## src/verilog/iwdt_pkg.sv

```systemverilog
package iwdt_pkg;
  localparam logic [7:0] IWDT_CTRL_ADDR = 8'hA5;
  localparam logic [7:0] IWDT_COUNT_ADDR = 8'hFF;
  localparam logic [7:0] IWDT_CTRL_RESET = 8'hA5;
  localparam logic [7:0] IWDT_COUNT_RESET = 8'h00;
  localparam logic [7:0] IWDT_HALT_VALUE = 8'hA5;
  localparam logic [7:0] IWDT_UNLOCK_VALUE = 8'h5A;
  localparam logic [7:0] IWDT_CLEARED_CTRL = 8'h00;
  localparam int IWDT_PRESCALE_BITS = 11;
  localparam int IWDT_COUNT_BITS = 8;
  localparam int IWDT_CLK_HZ = 20000000;
  localparam int IWDT_OSC_HZ = 1000000;
  localparam int IWDT_OSC_DIV = IWDT_CLK_HZ / IWDT_OSC_HZ;
  localparam int IWDT_PULSE_MULT = 16;
  localparam int IWDT_PULSE_TICKS = IWDT_PULSE_MULT * 2048;
  localparam logic [4:0] IWDT_DIV_LAST = 5'(IWDT_OSC_DIV - 1);

  typedef struct packed {
    logic [7:0] addr;
    logic [7:0] wdata;
    logic wr;
    logic rd;
  } iwdt_sfr_req_t;
endpackage : iwdt_pkg

```

## src/verilog/iwdt_top.sv

```systemverilog
`timescale 1ns/1ps
module iwdt_top
  import iwdt_pkg::*;
#(
  parameter int PULSE_TICKS = IWDT_PULSE_TICKS
) (
  input wire logic clk, // System clock, 20 MHz.
  input wire logic reset, // Power-on reset, synchronous, active high.
  input wire iwdt_sfr_req_t sfr_req, // Special function register access.
  output logic [7:0] sfr_rdata, // Read data, valid the cycle after a read.
  input wire logic rst_pin_in, // Level seen on the reset pin.
  output logic rst_pin_out, // Level driven on the reset pin.
  output logic rst_pin_oe, // High while the reset pin is driven.
  output logic device_reset, // Internal reset of the whole device.
  output logic ports_force_high, // Ports 1, 2 and 3 pulled high.
  output logic port0_float // Port 0 held in high impedance.
);
  localparam int PW = $clog2(PULSE_TICKS + 1);

  if (PULSE_TICKS < 2) begin : bad_pulse
    $error("PULSE_TICKS must be at least two");
  end

  logic [4:0] div_reg;
  logic tick_reg;
  logic [IWDT_PRESCALE_BITS-1:0] pre_reg;
  logic [IWDT_COUNT_BITS-1:0] count_reg;
  logic [7:0] ctrl_reg;
  logic pulse_reg;
  logic [PW-1:0] pulse_cnt_reg;
  logic [2:0] pin_sync_reg;
  logic pin_level_reg;
  logic halted;
  logic osc_run;
  logic int_rst;
  logic count_wr;
  logic unlocked_wr;
  logic pre_wrap;
  logic overflow;

  assign halted = (ctrl_reg == IWDT_HALT_VALUE);
  // The pulse keeps the oscillator alive although the control is back at the halt value.
  assign osc_run = !halted || pulse_reg;
  assign int_rst = pulse_reg || pin_level_reg;
  assign count_wr = sfr_req.wr && (sfr_req.addr == IWDT_COUNT_ADDR);
  assign unlocked_wr = count_wr && (ctrl_reg == IWDT_UNLOCK_VALUE) && !int_rst;
  assign pre_wrap = tick_reg && !halted && (pre_reg == '1);
  assign overflow = pre_wrap && (count_reg == '1) && !pulse_reg && !unlocked_wr;

  // The watchdog oscillator is modelled as a 1 MHz enable from the system clock; a real
  // part would keep it on its own ring oscillator so a stopped crystal cannot stall it.
  always_ff @(posedge clk) begin
    if (reset) begin
      div_reg <= 5'h00;
      tick_reg <= 1'b0;
    end else if (!osc_run) begin
      div_reg <= 5'h00;
      tick_reg <= 1'b0;
    end else begin
      tick_reg <= (div_reg == IWDT_DIV_LAST);
      div_reg <= (div_reg == IWDT_DIV_LAST) ? 5'h00 : div_reg + 5'h01;
    end
  end

  always_ff @(posedge clk) begin
    if (reset || int_rst) begin
      ctrl_reg <= IWDT_CTRL_RESET;
    end else if (unlocked_wr) begin
      ctrl_reg <= IWDT_CLEARED_CTRL;
    end else if (sfr_req.wr && sfr_req.addr == IWDT_CTRL_ADDR) begin
      ctrl_reg <= sfr_req.wdata;
    end
  end

  always_ff @(posedge clk) begin
    if (reset || halted) begin
      pre_reg <= '0;
      count_reg <= IWDT_COUNT_RESET;
    end else if (unlocked_wr) begin
      pre_reg <= '0;
      count_reg <= sfr_req.wdata;
    end else if (tick_reg) begin
      pre_reg <= pre_reg + 1'b1;
      if (pre_wrap) begin
        count_reg <= count_reg + 1'b1;
      end
    end
  end

  // Only power-on reset stops the pulse before its count runs out; the reset it raises must not cut it short.
  always_ff @(posedge clk) begin
    if (reset) begin
      pulse_reg <= 1'b0;
      pulse_cnt_reg <= '0;
    end else if (overflow) begin
      pulse_reg <= 1'b1;
      pulse_cnt_reg <= PW'(PULSE_TICKS - 1);
    end else if (pulse_reg && tick_reg) begin
      if (pulse_cnt_reg == '0) begin
        pulse_reg <= 1'b0;
      end else begin
        pulse_cnt_reg <= pulse_cnt_reg - 1'b1;
      end
    end
  end

  // A pin level is trusted once the second and third stages agree.
  always_ff @(posedge clk) begin
    if (reset) begin
      pin_sync_reg <= 3'h0;
      pin_level_reg <= 1'b0;
    end else begin
      pin_sync_reg <= {pin_sync_reg[1:0], rst_pin_in};
      if (pin_sync_reg[1] == pin_sync_reg[2]) begin
        pin_level_reg <= pin_sync_reg[2];
      end
    end
  end

  always_ff @(posedge clk) begin
    if (reset) begin
      rst_pin_out <= 1'b0;
      rst_pin_oe <= 1'b0;
      device_reset <= 1'b1;
      ports_force_high <= 1'b1;
      port0_float <= 1'b1;
    end else begin
      rst_pin_out <= pulse_reg;
      rst_pin_oe <= pulse_reg;
      device_reset <= int_rst;
      ports_force_high <= int_rst;
      port0_float <= int_rst;
    end
  end

  always_ff @(posedge clk) begin
    if (reset) begin
      sfr_rdata <= 8'h00;
    end else if (sfr_req.rd) begin
      unique case (sfr_req.addr)
        IWDT_CTRL_ADDR: sfr_rdata <= ctrl_reg;
        IWDT_COUNT_ADDR: sfr_rdata <= count_reg;
        default: sfr_rdata <= 8'h00;
      endcase
    end
  end

  // The checks below cover the enable chain, the two count stages and the reset outputs.
  // They are bounded to one or two cycles each so they stay cheap for the formal tools.

  // Counts oscillator ticks seen during a pulse so its length can be checked as a whole.
  logic [PW-1:0] pulse_seen_reg;

  always_ff @(posedge clk) begin
    if (reset || overflow) begin
      pulse_seen_reg <= '0;
    end else if (pulse_reg && tick_reg) begin
      pulse_seen_reg <= pulse_seen_reg + 1'b1;
    end
  end
endmodule : iwdt_top
```

## config.mk

```make
export PLATFORM = sky130hd
export DESIGN_NAME = iwdt_top
export DESIGN_NICKNAME = d
export VERILOG_FILES = /design/src/verilog/iwdt_pkg.sv /design/src/verilog/iwdt_top.sv
export SDC_FILE = /design/constraint.sdc
export NUM_CORES = 1
export LEC_CHECK = 0
export BUFFER_PORTS_ARGS = -buffer_cell sky130_fd_sc_hd__buf_2
export CAP_MARGIN = 0
export CORE_MARGIN = 2
export CORE_UTILIZATION = 41
export CTS_BUF_LIST = sky130_fd_sc_hd__clkbuf_16
export DETAILED_ROUTE_END_ITERATION = 8
export SLEW_MARGIN = 15
export SYNTH_ARGS = -nofsm -noshare
export SYNTH_HDL_FRONTEND = slang
export SYNTH_SLANG_ARGS = --single-unit
```

## constraint.sdc

```tcl
create_clock -name clk -period 4.75 [get_ports clk]
set_clock_uncertainty 0.2 [all_clocks]
set_input_delay 0.2375 -clock clk [delete_from_list [all_inputs] [get_ports clk]]
set_output_delay 0.2375 -clock clk [all_outputs]
set_load 0.02 [all_outputs]
```

==> flow_summary.json <==
{
  "cts_sinks": 64,
  "synthAdderAreaFrac": 0.0171,
  "dieArea_um2": 7830,
  "clk_pin_slew_ps": 60,
  "clock_latency_ps": 330,
  "p_leak_nw": 1.28,
  "crit_arrival_ps": 2820,
  "cts_buffers": 9,
  "gr-max-usage-layer": "met2",
  "fin_setup_tns_ps": 0,
  "cp_top_family": "simple AND/OR/NAND/NOR gates",
  "syn_to_final_growth_pct": 19.9,
  "cts_tree": "built",
  "grt_pass1_wl_um": 10800,
  "synth-simple-area-share": 0.232,
  "antenna_left": 0,
  "period_share": 0.584,
  "ctsHoldBuffers": 9,
  "antenna_cells": 0,
  "nNetsFinal": 395,
  "slew_headroom": 0.259,
  "timing.final.ws_setup_ps": 1980,
  "dp_hpwl_um": 4360,
  "slew_violations": 0,
  "critPathCaptureType": "flip-flop",
  "port_buffers": 33,
  "synth_seq_area_share": 0.438,
  "startpoint_type": "flip-flop",
  "synth_ff_type": "dfxtp_1",
  "grtUsageTotal": 0.178,
  "met2_usage": 0.270,
  "synth_nets": 357,
  "synthArstFlopShare": 0,
  "finalHoldViolCount": 0,
  "place_ws_ps": 2000,
  "dr.pass1.iters": 4,
  "cts.htree.levels": 3,
  "synth_edf_count": 0,
  "route.vias.total": 2487,
  "p_per_area_nw_per_um2": 343,
  "stdcell_count": 471,
  "place.gp.congestion": 0.785,
  "drive_gt1_frac": 0.160,
  "drc_errors": 0,
  "largest_register_ffs": 16,
  "grt_antenna_before_repair": 0,
  "fmax_mhz": 361,
  "ys_ff_latch": 64,
  "grtUsageMet1": 0.242,
  "hold_path.class": "in2reg",
  "synth_top_family_by_area": "simple AND/OR/NAND/NOR gates",
  "root_buffer": "clkbuf_16",
  "yosys.area_share.xor_xnor": 0.0868,
  "ir_drop_v": 0.000229,
  "yosys.cell_types.count": 54,
  "cts_buffer_depth": 2,
  "placed_area_um2": 3140,
  "die_h_um": 88.5,
  "pin_count": 34,
  "grt_pass1_vias": 2297,
  "synth_compound_area_frac": 0.177,
  "worstPathRequired_ps": 4790,
  "post-cts-setup-buffers": 0,
  "synthMuxAreaShare": 0.0107,
  "ys_warn_count": 0,
  "dp.cells": 446,
  "met3_usage": 0.0308,
  "post_cts_resized": 0,
  "crit_type": "reg2reg",
  "worstPathMaxFanout": 17,
  "crit_chain": "ha_1 -> nand3_1 -> or3_1 -> nor2_1 -> nand4_1 -> a31oi_1",
  "initial_core_util": 0.426,
  "coreArea_um2": 6870,
  "finalSetupViolations": 0,
  "worst-path-buf-inv": 0,
  "status": "finished clean",
  "synthesis.instances": 332,
  "max_stage_delay_ps": 690,
  "maxCapViolCount": 0,
  "fp.dieW_um": 88.5,
  "row_count": 30,
  "overflow": 0,
  "min_period_ps": 2770,
  "stdcell_area_um2": 3510,
  "worst_path_max_delay_cell": "nand4_1",
  "tightest_slew_ps": 1110,
  "syn_avg_cell_area_um2": 8.82,
  "grt_max_degree": 34,
  "viasPerCell": 5.28,
  "initialDrtViolationCount": 135,
  "wirelength_um": 6410,
  "wl_per_cell_um": 13.6,
  "synth_area_um2": 2930,
  "rsz0062_at_grt": "false"
}
cell usage after synthesis (3+ instances only):
| cell type | instances | area share |
|---|---|---|
| dfxtp_1 | 64 | 0.44 |
| nor2_1 | 36 | 0.046 |
| a21oi_1 | 25 | 0.043 |
| nand2_1 | 23 | 0.029 |
| nand3_1 | 23 | 0.039 |
| xor2_1 | 16 | 0.048 |
| o21ai_0 | 13 | 0.022 |
| xnor2_1 | 13 | 0.039 |
| clkbuf_1 | 11 | 0.014 |
| nand4_1 | 10 | 0.021 |
| inv_1 | 9 | 0.012 |
| a211oi_1 | 8 | 0.021 |
| a22oi_1 | 8 | 0.021 |
| nor4_1 | 7 | 0.015 |
| nor3_1 | 5 | 0.0085 |
| a31oi_1 | 4 | 0.0085 |
| ha_1 | 4 | 0.017 |
| nor2b_1 | 4 | 0.0085 |
| buf_4 | 3 | 0.0077 |
| or3_1 | 3 | 0.0064 |
worst register-to-register path, stage by stage (launching register included):
cell,delay [ps]
dfxtp_1,370
ha_1,220
nand3_1,120
or3_1,460
nor2_1,270
nand4_1,690
a31oi_1,370
final timing paths:
path,slack (ps),end,depth (start not counted),from
setup reg to reg,1980,pulse_cnt_reg[4]$_SDFFE_PP0P_,6,pre_reg[0]$_SDFFE_PP0P_
hold / removal,80,ctrl_reg[4]$_SDFFE_PP0N_,3,sfr_req[1]
hold reg to reg,250,div_reg[0]$_SDFF_PP0_,1,div_reg[0]$_SDFF_PP0_
setup / recovery,1980,pulse_cnt_reg[4]$_SDFFE_PP0P_,6,pre_reg[0]$_SDFFE_PP0P_
per-layer routing:
metal  wire length (um)  vias to the layer above
li1                   -                     1273
met1               3180                     1162
met2               2890                       42
met3                219                       10
met4                122                        0
met5                  0                        -
cells by family after synthesis:
group / count (synthesis)
adders and majority gates: 4
muxes: 3
buffers and inverters: 25
DFF: 64
AOI/OAI and AO/OA: 77
and+or+nand+nor: 130
xor gates and xnor gates: 29
cells in the final DEF (no fill, tap or decap), drive strengths merged, types with 2 or more instances in the layout:
| cell type | Yosys | routed |
|---|---|---|
| dfxtp | 64 | 64 |
| nor2 | 37 | 37 |
| buf | 5 | 34 |
| a21oi | 27 | 27 |
| nand3 | 23 | 23 |
| nand2 | 23 | 23 |
| xor2 | 16 | 16 |
| o21ai | 16 | 16 |
| xnor2 | 13 | 13 |
| inv | 9 | 11 |
| nand4 | 10 | 10 |
| clkbuf | 11 | 9 |
| dlygate4sd3 | 0 | 9 |
| a22oi | 8 | 8 |
| a211oi | 8 | 8 |
| nor4 | 7 | 7 |
| nor3 | 5 | 5 |
| a31oi | 5 | 5 |
| nor2b | 4 | 4 |
| ha | 4 | 4 |
| clkinv | 0 | 4 |
| or3 | 3 | 3 |
| or4 | 3 | 3 |
| or2 | 3 | 3 |
| nor4b | 2 | 2 |
| nand4bb | 2 | 2 |
| a21boi | 2 | 2 |
| o31a | 2 | 2 |
| mux2i | 2 | 2 |
| o211ai | 2 | 2 |
stage by stage:
stage	util	hold WS (ps)	power, mW
2_1_floorplan	-	132	0.577
3_3_place_gp	0.457	235	0.592
3_5_place_dp	0.457	231	0.593
4_1_cts	0.511	64.5	1.22
5_1_grt	0.511	80.1	1.25
6_report	0.511	78.3	1.21
power by group:
group | switching, mW | internal [mW]
sequential | 0.00221 | 0.543
clock | 0.222 | 0.396
combinational | 0.0245 | 0.0180
total | 0.249 | 0.956
layout make-up:
type	instances	area (um^2)
fill	654	3360
multi-input combinational	243	1530
sequential	64	1280
timing repair buffer	43	263
clock buffer	9	225
tap	96	120
clock inverter	7	55.1
inverter	9	33.8
No activity file was read; power rests on OpenSTA's default activity.
